--- config.mk ---
export PLATFORM = sky130hd
export DESIGN_NAME = ccd_exec
export DESIGN_NICKNAME = d
export VERILOG_FILES = /design/src/ccd_pkg.sv /design/src/ccd_exec.sv
export SDC_FILE = /design/constraint.sdc
export NUM_CORES = 1
export LEC_CHECK = 0
export BUFFER_PORTS_ARGS = -buffer_cell sky130_fd_sc_hd__clkbuf_2
export CAP_MARGIN = 0
export CORE_ASPECT_RATIO = 0.6
export CORE_MARGIN = 3
export CORE_UTILIZATION = 50
export CTS_CLUSTER_DIAMETER = 150
export DETAILED_ROUTE_END_ITERATION = 8
export PLACE_DENSITY = 0.71
export SLEW_MARGIN = 25
export SYNTH_ARGS = -nofsm -noshare
export SYNTH_HDL_FRONTEND = slang
export SYNTH_SLANG_ARGS = --single-unit
--- constraint.sdc ---
create_clock -name clk_sys_in -period 7.35 [get_ports clk_sys_in]
set_clock_uncertainty 0.05 [all_clocks]
set_input_delay 0.3675 -clock clk_sys_in [delete_from_list [all_inputs] [get_ports clk_sys_in]]
set_output_delay 0.3675 -clock clk_sys_in [all_outputs]
set_load 0.005 [all_outputs]
--- src/ccd_pkg.sv ---
// package: opcodes, field layout, widths and reset values for the execution slice
package ccd_pkg;
  localparam int DATA_W = 8;
  localparam int PC_W = 13;
  localparam int INSN_W = 14;
  localparam int FADDR_W = 7;
  localparam int STACK_DEPTH = 8;
  // ------------------------------------------------------------
  // opcode patterns (14-bit words)
  // ------------------------------------------------------------
  localparam logic [13:0] OP_WDT_CLEAR = 14'h0064;
  localparam logic [13:0] OP_ACC_CLEAR = 14'h0100;
  localparam logic [6:0] OP_FCLR_HI = 7'h03;
  localparam logic [5:0] OP_FILE_COMPLEMENT_OP_HI = 6'h09;
  localparam logic [5:0] OP_FILE_DECREMENT_OP_HI = 6'h03;
  localparam logic [3:0] OP_BTSC_HI = 4'h6;
  localparam logic [2:0] OP_CALL_HI = 3'h4;
  // ------------------------------------------------------------
  // field positions
  // ------------------------------------------------------------
  localparam int DEST_BIT = 7;
  localparam int BIT_LSB = 7;
  localparam int LATCH_LO = 3;
  localparam int PC_SPLIT = 11;
  // ------------------------------------------------------------
  // reset values
  // ------------------------------------------------------------
  localparam logic [12:0] PC_RESET = 13'h0000;
  localparam logic [7:0] ACC_RESET = 8'h00;
  localparam logic [7:0] ZERO_BYTE = 8'h00;
  localparam logic [13:0] NOP_WORD = 14'h0000;

  typedef struct packed {
    logic zero;
    logic timeout_flag_n;
    logic powerdown_flag_n;
  } ccd_flags_t;

  typedef struct packed {
    logic we;
    logic [6:0] addr;
    logic [7:0] data;
  } ccd_fwrite_t;

  typedef enum logic [3:0] {
    CCD_NONE, CCD_WDT_CLEAR, CCD_ACC_CLEAR, CCD_FILE_CLEAR, CCD_COMPLEMENT,
    CCD_DECREMENT, CCD_BTSC, CCD_CALL
  } ccd_op_t;
endpackage : ccd_pkg

--- src/ccd_exec.sv ---
// execution slice: skip-if-clear, call, watchdog clear, clears, complement, decrement
// How it works
// - skip-if-clear with tested bit clear discards next word, runs nop: two cycles.
// - call pushes current pc plus one onto stack top before jumping.
// - call loads its eleven-bit immediate into pc bits 10..0.
// - call takes pc bits 12..11 from pc high latch bits 4..3.
// - call lasts two cycles and leaves every status flag unchanged.
// - watchdog clear zeroes the watchdog counter; it has no operands.
// - watchdog clear also zeroes the watchdog prescaler.
// - watchdog clear sets the time-out and power-down flags (active low) to one.
// - file clear writes zero to the addressed register and sets zero flag.
// - accumulator clear zeroes the accumulator and sets zero flag.
// - complement inverts the addressed register and updates zero flag.
// - complement destination bit 0 writes accumulator, 1 writes the register.
// - decrement subtracts one from the addressed register and updates zero flag.
// - decrement destination bit 0 writes accumulator, 1 writes the register.
`timescale 1ns/1ps
`default_nettype none
module ccd_exec (
  // clock and reset
  input wire logic clk_sys_in,
  input wire logic resetn_in,
  // program memory
  output logic [12:0] prog_addr_out,
  input wire logic [13:0] prog_data_in,
  // file register read port (combinational, addressed by fetched word)
  output logic [6:0] file_raddr_out,
  input wire logic [7:0] file_rdata_in,
  // file register write port
  output ccd_pkg::ccd_fwrite_t file_wr_out,
  // high latch and watchdog
  input wire logic [7:0] pc_high_latch_in,
  output logic watchdog_clear_out,
  output logic prescaler_clear_out,
  // state visible outside
  output logic [7:0] acc_out,
  output ccd_pkg::ccd_flags_t flags_out,
  output logic [12:0] stack_top_out,
  output logic [3:0] stack_ptr_out,
  output logic busy_out
);
  // ------------------------------------------------------------
  // state
  // ------------------------------------------------------------
  logic [12:0] pc;
  logic [7:0] acc;
  ccd_pkg::ccd_flags_t flags;
  logic [12:0] stack_mem [ccd_pkg::STACK_DEPTH];
  logic [2:0] sp;
  logic [3:0] depth;
  logic flush;
  ccd_pkg::ccd_op_t op;
  logic [13:0] insn;
  logic dest_file;
  logic [7:0] comp_res;
  logic [7:0] dec_res;
  logic tested_bit;
  logic [12:0] call_target;

  // a flushed word is replaced by nop so the skipped/branched slot costs one cycle
  assign insn = flush ? ccd_pkg::NOP_WORD : prog_data_in;
  assign dest_file = insn[ccd_pkg::DEST_BIT];
  assign file_raddr_out = insn[6:0];
  assign comp_res = ~file_rdata_in;
  assign dec_res = file_rdata_in - 8'h01;
  assign tested_bit = file_rdata_in[insn[9:7]];
  assign call_target = {pc_high_latch_in[4:ccd_pkg::LATCH_LO], insn[10:0]};

  // ------------------------------------------------------------
  // decode
  // ------------------------------------------------------------
  always_comb begin
    op = ccd_pkg::CCD_NONE;
    if (insn == ccd_pkg::OP_WDT_CLEAR) begin
      op = ccd_pkg::CCD_WDT_CLEAR;
    end else if (insn == ccd_pkg::OP_ACC_CLEAR) begin
      op = ccd_pkg::CCD_ACC_CLEAR;
    end else if (insn[13:7] == ccd_pkg::OP_FCLR_HI) begin
      op = ccd_pkg::CCD_FILE_CLEAR;
    end else if (insn[13:8] == ccd_pkg::OP_FILE_COMPLEMENT_OP_HI) begin
      op = ccd_pkg::CCD_COMPLEMENT;
    end else if (insn[13:8] == ccd_pkg::OP_FILE_DECREMENT_OP_HI) begin
      op = ccd_pkg::CCD_DECREMENT;
    end else if (insn[13:10] == ccd_pkg::OP_BTSC_HI) begin
      op = ccd_pkg::CCD_BTSC;
    end else if (insn[13:11] == ccd_pkg::OP_CALL_HI) begin
      op = ccd_pkg::CCD_CALL;
    end
  end

  // ------------------------------------------------------------
  // program counter and flush slot
  // ------------------------------------------------------------
  always_ff @(posedge clk_sys_in or negedge resetn_in) begin
    if (!resetn_in) begin
      pc <= ccd_pkg::PC_RESET;
      flush <= 1'b0;
    end else begin
      case (op)
        ccd_pkg::CCD_CALL: begin
          pc <= call_target;
          flush <= 1'b1;
        end
        ccd_pkg::CCD_BTSC: begin
          pc <= pc + 13'h0001;
          flush <= ~tested_bit;
        end
        default: begin
          pc <= pc + 13'h0001;
          flush <= 1'b0;
        end
      endcase
    end
  end

  // ------------------------------------------------------------
  // return stack: circular, eight entries, overflow wraps
  // ------------------------------------------------------------
  always_ff @(posedge clk_sys_in or negedge resetn_in) begin
    if (!resetn_in) begin
      sp <= 3'h0;
      depth <= 4'h0;
    end else if (op == ccd_pkg::CCD_CALL) begin
      sp <= sp + 3'h1;
      if (depth != 4'h8) begin
        depth <= depth + 4'h1;
      end
    end
  end

  always_ff @(posedge clk_sys_in) begin
    if (op == ccd_pkg::CCD_CALL) begin
      stack_mem[sp] <= pc + 13'h0001;
    end
  end

  // ------------------------------------------------------------
  // accumulator
  // ------------------------------------------------------------
  always_ff @(posedge clk_sys_in or negedge resetn_in) begin
    if (!resetn_in) begin
      acc <= ccd_pkg::ACC_RESET;
    end else begin
      case (op)
        ccd_pkg::CCD_ACC_CLEAR: acc <= ccd_pkg::ZERO_BYTE;
        ccd_pkg::CCD_COMPLEMENT: if (!dest_file) acc <= comp_res;
        ccd_pkg::CCD_DECREMENT: if (!dest_file) acc <= dec_res;
        default: acc <= acc;
      endcase
    end
  end

  // ------------------------------------------------------------
  // status flags; call and skip leave them alone
  // ------------------------------------------------------------
  always_ff @(posedge clk_sys_in or negedge resetn_in) begin
    if (!resetn_in) begin
      flags <= '{zero: 1'b0, timeout_flag_n: 1'b1, powerdown_flag_n: 1'b1};
    end else begin
      case (op)
        ccd_pkg::CCD_WDT_CLEAR: begin
          flags.timeout_flag_n <= 1'b1;
          flags.powerdown_flag_n <= 1'b1;
        end
        ccd_pkg::CCD_ACC_CLEAR: flags.zero <= 1'b1;
        ccd_pkg::CCD_FILE_CLEAR: flags.zero <= 1'b1;
        ccd_pkg::CCD_COMPLEMENT: flags.zero <= (comp_res == ccd_pkg::ZERO_BYTE);
        ccd_pkg::CCD_DECREMENT: flags.zero <= (dec_res == ccd_pkg::ZERO_BYTE);
        default: flags <= flags;
      endcase
    end
  end

  // ------------------------------------------------------------
  // file write port and watchdog pulses, registered
  // ------------------------------------------------------------
  always_ff @(posedge clk_sys_in or negedge resetn_in) begin
    if (!resetn_in) begin
      file_wr_out <= '0;
    end else begin
      file_wr_out.addr <= insn[6:0];
      case (op)
        ccd_pkg::CCD_FILE_CLEAR: begin
          file_wr_out.we <= 1'b1;
          file_wr_out.data <= ccd_pkg::ZERO_BYTE;
        end
        ccd_pkg::CCD_COMPLEMENT: begin
          file_wr_out.we <= dest_file;
          file_wr_out.data <= comp_res;
        end
        ccd_pkg::CCD_DECREMENT: begin
          file_wr_out.we <= dest_file;
          file_wr_out.data <= dec_res;
        end
        default: begin
          file_wr_out.we <= 1'b0;
          file_wr_out.data <= ccd_pkg::ZERO_BYTE;
        end
      endcase
    end
  end

  always_ff @(posedge clk_sys_in or negedge resetn_in) begin
    if (!resetn_in) begin
      watchdog_clear_out <= 1'b0;
      prescaler_clear_out <= 1'b0;
    end else begin
      watchdog_clear_out <= (op == ccd_pkg::CCD_WDT_CLEAR);
      prescaler_clear_out <= (op == ccd_pkg::CCD_WDT_CLEAR);
    end
  end

  // ------------------------------------------------------------
  // outputs
  // ------------------------------------------------------------
  assign prog_addr_out = pc;
  assign acc_out = acc;
  assign flags_out = flags;
  assign stack_top_out = (depth == 4'h0) ? ccd_pkg::PC_RESET : stack_mem[sp - 3'h1];
  assign stack_ptr_out = depth;
  assign busy_out = flush;
endmodule : ccd_exec
`default_nettype wire

# Word-level counts from Yosys, hierarchy flattened
# Memories as Yosys holds them, arrays and structs flattened.
# Cells that the tools add are included.
# word_totals
ramBits,104
inputBits,32
output_inout_bits,67
n_memories,1
regBits,47
word_cells,66
# mem_list
name,words,width,read_ports,rd_clocked_by_memory_dff,write_ports,line,text
stack_mem,8,13,1,0,1,ccd_exec.sv:48,logic [12:0] stack_mem [ccd_pkg::STACK_DEPTH];
# classes
n_reduce_logical,9
n_addsub,5
n_eq_ne,17
n_mux,21
n_lt_le_gt_ge,1
n_bitwise,2
# ops
operator,count
$mux 13,2
$pmux 8 s3,1
$eq 4x3->1 const B,5
$logic_not 8->1,2
$mux 8,2
$pmux 8 s2,1
$eq 14x7->1 const B,1
$eq 14x9->1 const B,1
$mux 14,1
$add 13x1->13 const B,1
$mux 3,4
$mux 4,3
$eq 4x2->1 const B,2
$not 8->8,1
$sub 8x1->8 const B,1
$eq 7x2->1 const B,1
$eq 6x2->1 const B,1
$eq 6x4->1 const B,1
$reduce_bool 3->1,2
$add 4x1->4 const B,1
$eq 4x1->1 const B,1
$logic_not 4->1,1
$lt 3x4->1 const B,1
$ne 2x2->1 const B,2
other kinds (12),16

# Longest topological paths before layout
# Gate-level depths: netlist of run 1.
# logic_depth
depth_word,12
mapped_depth,9
mapped_depth_nobuf,7

# Worst setup path before layout of run 1
# No wires, ideal clock.
# synth_path
kind,input-to-reg
from,in prog_data_in[12]
to,"mem stack_mem[0][0], enable pin"
required_time_ns,6.883
setup_ns,0.417
path_stages,6
setup_slack_ns,4.326
arrival_ns,2.557
path_buffers,2
path_cell_list,buf_2 > nor2_1 > nand2_1 > or2_2 > clkbuf_1 > nor4_1
# synth_between
elab_chain_cells,12
word_cells_on_any_way,18
cone_classes,eq/ne: 8; mux: 10
# synth_rtl
element,line,text
start: declaration,ccd_exec.sv:25,"input wire logic [13:0] prog_data_in,"
$mux 14 *,ccd_exec.sv:61,assign insn = flush ? ccd_pkg::NOP_WORD : prog_data_in;
$eq 3x3->1,ccd_exec.sv:86,end else if (insn[13:11] == ccd_pkg::OP_CALL_HI) begin
$mux 3,ccd_exec.sv:86,
$mux 3,ccd_exec.sv:84,end else if (insn[13:10] == ccd_pkg::OP_BTSC_HI) begin
$mux 3,ccd_exec.sv:82,end else if (insn[13:8] == ccd_pkg::OP_FILE_DECREMENT_OP_HI) begin
$mux 3,ccd_exec.sv:80,end else if (insn[13:8] == ccd_pkg::OP_FILE_COMPLEMENT_OP_HI) begin
$mux 4,ccd_exec.sv:78,end else if (insn[13:7] == ccd_pkg::OP_FCLR_HI) begin
$mux 4,ccd_exec.sv:76,end else if (insn == ccd_pkg::OP_ACC_CLEAR) begin
$mux 4 *,ccd_exec.sv:74,if (insn == ccd_pkg::OP_WDT_CLEAR) begin
$eq 4x3->1 *,ccd_exec.sv:132,if (op == ccd_pkg::CCD_CALL) begin
$mux 1 *,ccd_exec.sv:132,
$mux 1 (not written as such) *,ccd_exec.sv:133,stack_mem[sp] <= pc + 13'h0001;
end: declaration,ccd_exec.sv:48,
# Mark *: on every way between the ends. The rest lies on a longest branch, timed or not.

# Worst setup path in the final report of run 1
# layout_path
from,reg sp[0]
to,out stack_top_out[9]
# layout_between
elab_chain_cells,3
# layout_rtl
element,line,text
start: declaration,ccd_exec.sv:49,logic [2:0] sp;
start signal: assignment,ccd_exec.sv:124,sp <= sp + 3'h1;
$sub 3x1->3,ccd_exec.sv:219,assign stack_top_out = (depth == 4'h0) ? ccd_pkg::PC_RESET : stack_mem[sp - 3'h1];
$mem_v2 8x13,--,
$mux 13,ccd_exec.sv:219,
end: declaration,ccd_exec.sv:38,"output logic [12:0] stack_top_out,"
# Every way passes these cells.

==> flow_summary_export.csv, run 1 <==
group,metric,value,unit
worst_setup_path,start_kind,"flip-flop",
floorplan,fp.dieArea,14560,um^2
yosys,postSynthCellCount,436,
yosys,synth_area_leaders,"edfxtp_1 (48%), dfrtp_1 (18%), mux4_2 (9.6%), nand2_1 (2.3%), xnor2_1 (2.0%)",
route,drc_errors,0,
layout,area_growth,19.71,%
placement,post-dp-hpwl,10750,um
power,p_per_area,389.4,nW/um^2
worst_setup_path,critPathMaxStageDelay,0.85,ns
worst_setup_path,path_buf_inv,3,
power,p_leak,0.003095,uW
timing,max_freq,0.2777,GHz
worst_setup_path,reg2reg_to,"stack_mem[1][9]$_DFFE_PP_",
worst_setup_path,end_kind,"output port",
layout,diodes,0,
global_route,grt_pass1_wl,24310,um
worst_setup_path,crit_chain,"inv_1 -> ha_1 -> buf_4 -> mux4_2 -> nand2_1 -> a21oi_1 -> clkbuf_2",
timing,hold_ws,0.1561,ns
worst_hold_path,min_path_type,"in -> reg",
floorplan,start_util,52.78,%
yosys,synth_compound_area_share,4.374,%
clock_tree,clock-sinks,151,
route,first_iter_violations,360,
yosys,ys.warnings.count,0,
worst_setup_path,path_class,"reg -> out",
clock_tree,clk-insertion-delay-late,0.41,ns
route,wl,15590,um
yosys,synth_simple_gate_area_share,10.62,%
timing,worst_pin_slew,1.014,ns
worst_hold_path,hold_depth,2,
clock_tree,clk_path_buf_depth,2,
clock_tree,cts_resized,0,
yosys,yosysTopAreaCell,"edfxtp_1",
route,drt_first_pass_iters,5,
yosys,synth_top_family_by_area,"multiplexers",
timing,hold_viol_final,0,
yosys,ys_ff_latch,151,
route,wl_per_cell,21.96,um
yosys,yosys.area.top_type_share,47.67,%
timing,slew_headroom,32.35,%
timing,fin_setup_tns,0,ns
global_route,antenna_found_initial,0,
clock_tree,cts_setup_buffers,0,
worst_setup_path,critPathArrivalTime,3.18,ns
worst_setup_path,reg2reg_depth,5,
yosys,yosysMostFrequentCell,"edfxtp_1",
clock_tree,cts-root-buf,"clkbuf_16",
global_route,grt_start_max_net_pins,48,
worst_setup_path,r2r_slack,4.57,ns
yosys,synth.top_cells.by_count,"edfxtp_1 (104), dfrtp_1 (47), nand2_1 (40)",
timing,min_period,3.602,ns
floorplan,design.core.area,12410,um^2
floorplan,die_w,153.8,um
worst_setup_path,cpLargestDelayFamily,"flip-flops",
power,p_total,3054,uW
yosys,yosysSeqAreaShare,65.62,%
worst_setup_path,crit_path_max_fanout,33,
yosys,syn-mean-instance-area,15.03,um^2
floorplan,die_y,94.67,um
layout,final_nets,572,
placement,placed_cells,677,
layout,postLayoutCoreUtil,63.19,%
layout,drive_gt1_share,35.41,%
timing,setup_violations,0,
flow_run,drv_cap,0,
worst_setup_path,crit_slowest_cell,"dfrtp_4",
yosys,synthXorXnorAreaFrac,2.540,%
global_route,grt_overflow,0,
yosys,synthMuxAreaShare,12.64,%
route,vias,4116,
placement,place.gp.congestion,0.9079,
global_route,grt_pass1_vias,4039,
worst_setup_path,worstReg2RegStart,"busy_out$_DFF_PN0_",
yosys,async_flop_share,31.13,%
outcome,outcome,"finished, final reports clean",
floorplan,boundaryPins,99,
clock_tree,clkTransAtPathRegs,0.06,ns
yosys,synth_area,6551,um^2
route,antenna_left,0,
clock_tree,h-tree-depth,4,
route,vias_per_cell,5.797,
timing,rsz0062_at_grt,"no",
power,ir_drop,0.2100,mV
worst_setup_path,crit_start,"sp[0]$_DFFE_PN0P_",
clock_tree,cts_tree,"built",
yosys,synth_edf_count,104,
timing,finalCritPeriodShare,49.00,%
yosys,yosys.area_share.adder,1.528,%
yosys,ys_types,56,
clock_tree,cts_buffers,17,
timing,drv_slew,0,
floorplan,rows,31,
placement,io_buffers,90,
worst_setup_path,worstPathRequired,6.93,ns
worst_setup_path,crit_path_end,"stack_top_out[9]",
worst_setup_path,crit_cells,7,
global_route,grt.total_usage,22.77,%
layout,layout.cells.non_filler,710,
yosys,synth-main-ff-cell,"edfxtp_1",
[flip-flops by register name, summed over array words and instances (netlist names)]
register             flops
acc_out                  8
busy_out                 1
file_wr_out             16
flags_out                1
prescaler_clear_out      1
prog_addr_out           13
sp                       3
stack_mem              104
stack_ptr_out            4
[metal layers]
metal	vias up	wire length [um]	track usage (%)
met5	-	0	0
met4	0	143	5.584
met3	16	1245	5.815
met2	167	6694	31.38
met1	2109	7507	36.17
li1	1824	-	-
[report_power, final]
part / internal, uW / total, uW / leakage (uW) / switching [uW]
sequential: 1080 / 1210 / 0.00153 / 130
combinational: 434 / 965 / 0.00126 / 531
clock: 532 / 882 / 0.000305 / 350
[stage by stage]
stage | setup slack, ns | cell area (um^2)
4_1_cts | 3.707 | 7843
2_1_floorplan | 4.326 | 6555
3_5_place_dp | 4.158 | 7222
3_3_place_gp | 3.863 | 7213
6_report | 3.748 | 7843
5_1_grt | 3.448 | 7843
[worst min path at each step]
stage	startpoint	endpoint	slack, ns
2_1_floorplan	resetn_in	acc_out[0]$_DFFE_PN0P_	0.02
3_5_place_dp	resetn_in	file_wr_out[12]$_DFF_PN0_	0.44
4_1_cts	pc_high_latch_in[4]	prog_addr_out[12]$_DFF_PN0_	0.14
5_1_grt	pc_high_latch_in[4]	prog_addr_out[12]$_DFF_PN0_	0.14
6_report	pc_high_latch_in[4]	prog_addr_out[12]$_DFF_PN0_	0.16
3_3_place_gp	resetn_in	file_wr_out[12]$_DFF_PN0_	0.43
[repair_timing]
item | 4_1_cts | 5_1_grt
hold buffers | 1 | 0
setup endpoints to repair | 0 | 0
endpoints found under the hold margin | 1 | 0
[cells in the final DEF (no fill, tap or decap), types with 3 or more instances in the layout]
cell / count
nand3_1: 10
mux2_4: 5
mux2_1: 3
mux4_2: 28
nand2_1: 40
buf_4: 11
nor2b_1: 9
nor4_1: 7
clkbuf_2: 90
xor2_1: 4
o21ai_0: 3
nand2b_1: 4
nand4_1: 4
a211oi_1: 3
clkbuf_16: 19
inv_6: 3
nor3_2: 5
a21oi_1: 20
mux2_2: 7
a21o_1: 3
nor3_1: 4
xnor2_1: 14
inv_1: 11
edfxtp_1: 104
dfrtp_1: 46
inv_4: 3
ha_1: 8
nor2_1: 24
[logic make-up (layout without fill, tap and decap cells)]
family,count (synthesis),after routing
flops,151,151
simple gates,132,132
compound gates,44,44
mux,44,44
buf+inv,37,145
xor+xnor,19,19
fa+ha+maj,8,8
other cells,1,2
[final cells by class]
cell class / count / area, um^2
fillers: 935 / 4569
flip-flops and latches: 151 / 4303
multi-input cells: 249 / 2138
repair buffers: 102 / 543.0
clock buffers: 22 / 506.7
well taps: 165 / 206.4
clock inverters: 10 / 103.9
inverters: 11 / 41.29
No activity file was read; power rests on OpenSTA's default activity.
==> run 2: changes to the inputs <==
- PLACE_DENSITY: 0.71 -> 0.74
- clock period: 7.35 -> 3.2 ns (I/O delays scaled with it)
==> flow_summary_export.csv, run 2 (same netlist as run 1, synthesis figures left out) <==
group,metric,value,unit
global_route,grt.total_usage,22.90,%
layout,final_common_cell,"edfxtp_1",
placement,io_buffers,90,
clock_tree,clk-insertion-delay-late,0.42,ns
placement,placed_cells,683,
worst_setup_path,crit_path_max_fanout,26,
clock_tree,cts-root-buf,"clkbuf_16",
layout,regMostFlops,"stack_mem",
global_route,grt.busiest_layer,"met1",
route,drt_first_pass_iters,5,
clock_tree,clock-sinks,151,
timing,min_period,2.629,ns
route,antenna_left,0,
route,drc_errors,0,
clock_tree,cts_buffers,17,
worst_setup_path,worstPathRequired,2.99,ns
floorplan,die_w,153.8,um
timing,rsz0062_at_grt,"no",
layout,drive_gt1_share,35.25,%
layout,layout.cells.non_filler,721,
global_route,gr-usage-met2,32.14,%
power,ir_drop,0.5253,mV
worst_setup_path,critPathArrivalTime,2.42,ns
clock_tree,clkTransAtPathRegs,0.06,ns
layout,diodes,0,
global_route,grt_overflow,0,
floorplan,rows,31,
floorplan,fp.dieArea,14560,um^2
worst_setup_path,path_class,"reg -> out",
power,p_total,6912,uW
timing,setup_violations,0,
timing,max_freq,0.3803,GHz
worst_setup_path,end_kind,"output port",
route,wl,15580,um
route,wl_per_cell,21.60,um
route,first_iter_violations,340,
timing,hold_viol_final,0,
global_route,grt_pass1_vias,4137,
timing,setup_slack,0.5706,ns
layout,largest_reg_flops,104,
layout,layout_common_cells,"edfxtp_1 (104), clkbuf_2 (90), dfrtp_1 (46)",
outcome,outcome,"finished, final reports clean",
clock_tree,cts_setup_buffers,0,
global_route,grtUsageMet3,5.952,%
power,p_per_area,877.5,nW/um^2
timing,finalCritPeriodShare,82.17,%
timing,drv_slew,0,
placement,place.gp.congestion,0.9587,
global_route,grt_start_max_net_pins,33,
clock_tree,clk_path_buf_depth,2,
worst_hold_path,min_path_type,"in -> reg",
layout,final_nets,583,
route,vias_per_cell,5.788,
global_route,use_met1,35.40,%
layout,postLayoutCoreUtil,63.46,%
clock_tree,cts_tree,"built",
timing,slew_headroom,49.88,%
floorplan,start_util,52.78,%
placement,dp_slack,0.8653,ns
floorplan,design.core.area,12410,um^2
placement,post-dp-hpwl,10720,um
global_route,grt_pass1_wl,24560,um
floorplan,die_y,94.67,um
timing,fin_setup_tns,0,ns
floorplan,boundaryPins,99,
worst_setup_path,start_kind,"flip-flop",
global_route,antenna_found_initial,0,
clock_tree,h-tree-depth,4,
route,vias,4173,
flow_run,drv_cap,0,
layout,area_growth,20.23,%
timing,worst_pin_slew,0.7465,ns
layout,nFillCells,930,
power,p_leak,0.003109,uW
==> run 2: cell count changes in the layout (fill, tap and decap cells not counted), sizes merged <==
cell and change:
dlygate4sd3 +5, clkbuf -4, clkinv +2, clkinvlp +2, buf +6
==> run 2: cell type report <==
type,instances,area (um^2),area share (%)
clock buffers,18,429.2,5.449
inverters,11,41.29,0.5242
repair buffers,113,638.1,8.102
flip-flops and latches,151,4300,54.60
clock inverters,14,138.9,1.763
multi-input cells,249,2122,26.94
well taps,165,206.4,2.621
==> run 2: critical path: stages, from the launching register on <==
cell and delay (ns):
dfrtp_1 0.46, inv_1 0.11, ha_1 0.31, buf_4 0.37, mux4_2 0.27, nand2_1 0.06, a21oi_1 0.26, clkbuf_2 0.17
==> run 2: layer usage <==
layer	wire length, um	vias up
met1	7332	2127
met3	1415	22
met4	200	0
met5	0	-
li1	-	1846
met2	6627	178
==> run 2: metrics by stage <==
step | cell area (um^2) | hold WS, ns
finish | 7876 | 0.02584
global route | 7876 | 0.03082
CTS | 7876 | 0.009838
detailed placement | 7248 | 0.08878
global placement | 7248 | 0.08461
floorplan | 6555 | -0.1856
==> run 2: final timing paths <==
kind | from | end | slack [ns] | depth (start not counted)
setup / recovery | sp[1]$_DFFE_PN0P_ | stack_top_out[12] | 0.57 | 7
hold / removal | prog_data_in[3] | file_wr_out[11]$_DFF_PN0_ | 0.03 | 2
setup reg to reg | prog_addr_out[0]$_DFF_PN0_ | prog_addr_out[12]$_DFF_PN0_ | 0.82 | 5
hold reg to reg | acc_out[6]$_DFFE_PN0P_ | acc_out[6]$_DFFE_PN0P_ | 0.44 | 1
max in group asynchronous | resetn_in | stack_ptr_out[3]$_DFFE_PN0P_ | 2.14 | 3
min in group asynchronous | resetn_in | file_wr_out[11]$_DFF_PN0_ | 0.19 | 2
==> run 2: report_power, final <==
part | internal, uW | switching [uW]
Combinational | 1020 | 1340
Clock | 1090 | 831
Sequential | 2470 | 168
Total | 4580 | 2330
==> run 2: repair_timing <==
action | CTS | global route
endpoints found under the hold margin | 22 | 0
endpoints found under the setup margin | 0 | 0
hold buffers | 6 | 0
resized for setup | 0 | 0
==> run 3: changes to the inputs <==
- ABC_AREA: not set -> 1
- clock period: 3.2 -> 2.4 ns (I/O delays scaled with it)
==> flow_summary_export.csv, run 3 <==
group,metric,value,unit
worst_setup_path,start_kind,"flip-flop",
placement,io_buffers,90,
worst_hold_path,min_path_type,"in -> reg",
yosys,yosysTopAreaCell,"edfxtp_1",
power,p_leak,0.003534,uW
yosys,yosysMostFrequentCell,"edfxtp_1",
global_route,grt.total_usage,25.16,%
yosys,postSynthCellCount,609,
route,drt_first_pass_iters,5,
timing,max_freq,0.4375,GHz
floorplan,rows,32,
worst_setup_path,worstReg2RegStart,"prog_addr_out[0]$_DFF_PN0_",
floorplan,fp.dieArea,14810,um^2
route,vias_per_cell,5.644,
layout,nFillCells,954,
layout,regMostFlops,"stack_mem",
yosys,async_flop_share,31.13,%
power,switchingPower,3196,uW
global_route,grt_pass1_vias,5085,
global_route,antenna_found_initial,0,
timing,finalCritPeriodShare,95.24,%
floorplan,die_y,95.49,um
layout,final_nets,767,
clock_tree,cts_tree,"built",
clock_tree,clk_path_buf_depth,2,
yosys,synth_area,6673,um^2
route,antenna_left,0,
yosys,synth-main-ff-cell,"edfxtp_1",
floorplan,start_util,51.60,%
route,wl_per_cell,19.60,um
layout,layout_common_cells,"edfxtp_1 (104), nor2_1 (90), nand2_1 (89), clkbuf_2 (89), o21ai_0 (58)",
yosys,ys_types,40,
yosys,ys.warnings.count,0,
power,switching_share,34.06,%
timing,hold_ws,0.06099,ns
yosys,syn-mean-instance-area,10.96,um^2
worst_setup_path,end_kind,"output port",
clock_tree,clk-insertion-delay-late,0.42,ns
power,p_per_area,1136,nW/um^2
worst_setup_path,reg2reg_to,"prog_addr_out[12]$_DFF_PN0_",
layout,area_growth,23.85,%
timing,setup_slack,0.1143,ns
global_route,grt_start_max_net_pins,56,
layout,diodes,0,
power,p_clk_share,29.3,%
route,drc_errors,0,
placement,dp_slack,0.1778,ns
timing,worst_pin_slew,0.7290,ns
yosys,ys_ff_latch,151,
worst_setup_path,r2r_slack,0.22,ns
yosys,synth_edf_count,104,
worst_setup_path,crit_path_max_fanout,18,
power,p_comb_share,34.5,%
worst_hold_path,min_to,"busy_out$_DFF_PN0_",
worst_hold_path,hold_depth,4,
layout,final_common_cell,"edfxtp_1",
route,wl,17820,um
route,vias,5130,
floorplan,die_w,155.1,um
global_route,grt_pass1_wl,27970,um
placement,post-dp-hpwl,11320,um
layout,drive_gt1_share,23.55,%
worst_setup_path,critPathArrivalTime,2.12,ns
route,first_iter_violations,591,
timing,setup_violations,0,
yosys,yosys.area.top_type_share,46.80,%
clock_tree,clock-sinks,151,
placement,place.gp.congestion,0.9257,
floorplan,boundaryPins,99,
worst_setup_path,reg2reg_depth,8,
timing,slew_headroom,51.05,%
clock_tree,h-tree-depth,4,
clock_tree,cts_buffers,17,
yosys,yosysSeqAreaShare,64.43,%
timing,drv_slew,0,
timing,min_period,2.286,ns
timing,hold_viol_final,0,
power,p_int,6189,uW
yosys,synth_area_leaders,"edfxtp_1 (47%), dfrtp_1 (18%), nor2_1 (5.1%), nand2_1 (5.0%), o21ai_0 (4.4%)",
floorplan,design.core.area,12930,um^2
flow_run,drv_cap,0,
worst_hold_path,worstHoldStart,"prog_data_in[13]",
clock_tree,cts-root-buf,"clkbuf_16",
layout,largest_reg_flops,104,
power,seqPwrFrac,36.3,%
yosys,synth.top_cells.by_count,"edfxtp_1 (104), nor2_1 (90), nand2_1 (89)",
worst_setup_path,worstPathRequired,2.23,ns
outcome,outcome,"finished, final reports clean",
worst_setup_path,path_class,"reg -> out",
power,ir_drop,0.5746,mV
global_route,grt_overflow,0,
clock_tree,clkTransAtPathRegs,0.06,ns
run 3: cell types whose count changed after synthesis, moves of 8 or more:
cell,change
mux2i_1,+12
nor2_1,+65
xor2_1,+8
inv_1,+39
nand3_1,+14
o21ai_0,+55
o22ai_1,+13
nand2_1,+49
nor2b_1,-9
o32ai_1,+13
mux4_2,-28
xnor2_1,-12
run 3: layout make-up:
class / instances / area, um^2 / share of cell area, %
well taps: 170 / 212.7 / 2.574
multi-input cells: 377 / 2140 / 25.89
clock inverters: 14 / 180.2 / 2.180
clock buffers: 17 / 425.4 / 5.148
inverters: 55 / 211.5 / 2.559
flip-flops and latches: 151 / 4299 / 52.02
repair buffers: 125 / 795.8 / 9.629
run 3: timing repair:
action / 4_1_cts / 5_1_grt
pin swaps: 3 / 1
endpoints found under the setup margin: 6 / 40
gates resized for setup: 13 / 11
gates cloned: 1 / 0
buffers inserted: 1 / 0
hold endpoints to repair: 61 / 0
hold buffers: 14 / 0
run 3: stage by stage:
step / TNS (ns) / instances / util (%) / power, uW / cell area [um^2]
2_1_floorplan: 0 / 610 / - / 5056 / 6676
3_3_place_gp: 0 / 862 / 56.89 / 6116 / 7357
3_5_place_dp: 0 / 862 / 56.89 / 6227 / 7357
4_1_cts: -0.02491 / 909 / 63.48 / 9332 / 8209
5_1_grt: -0.03121 / 909 / 63.90 / 9915 / 8264
6_report: 0 / 909 / 63.90 / 9386 / 8264
run 3: cells by family (layout without fill, tap and decap cells):
logic type	count (synthesis)	in the layout	share of synthesized area [%]
AO/OA/AOI/OAI	114	114	9.863
buffers and inverters	82	211	5.344
other	1	2	0.05620
flip-flops	151	151	64.43
XOR/XNOR	15	15	1.969
AND/OR/NAND/NOR	225	225	14.89
adder cells (fa/ha/maj)	8	8	1.500
multiplexers	13	13	1.950
run 3: worst max-delay path, cell delays in order, from the launching register on:
cell      delay (ns)
dfrtp_1         0.38
inv_2           0.08
ha_4            0.33
buf_12          0.16
o21ai_0         0.16
o32ai_4         0.17
inv_1           0.10
a21oi_2         0.18
clkbuf_2        0.14
run 3: worst max-delay path by stage:
stage | start | end | cells past startpoint
2_1_floorplan | busy_out$_DFF_PN0_ | stack_mem[1][0]$_DFFE_PP_ | 8
3_3_place_gp | prog_addr_out[0]$_DFF_PN0_ | stack_mem[6][12]$_DFFE_PP_ | 6
3_5_place_dp | prog_addr_out[0]$_DFF_PN0_ | stack_mem[7][12]$_DFFE_PP_ | 6
4_1_cts | sp[1]$_DFFE_PN0P_ | stack_top_out[8] | 7
5_1_grt | sp[0]$_DFFE_PN0P_ | stack_top_out[9] | 8
6_report | sp[1]$_DFFE_PN0P_ | stack_top_out[9] | 8
run 3: routing by layer:
layer	track usage (%)	share of wire [%]
met1	35.55	43
met2	38.66	46
met3	7.302	10
met4	6.466	1.3
met5	0	0
run 3: power groups by stage:
stage	registers [uW]	clock network, uW	logic, uW
floorplan	3400	0	1650
global placement	3430	0	2690
detailed placement	3450	0	2780
CTS	3390	2770	3170
global route	3430	2900	3590
finish	3400	2750	3240
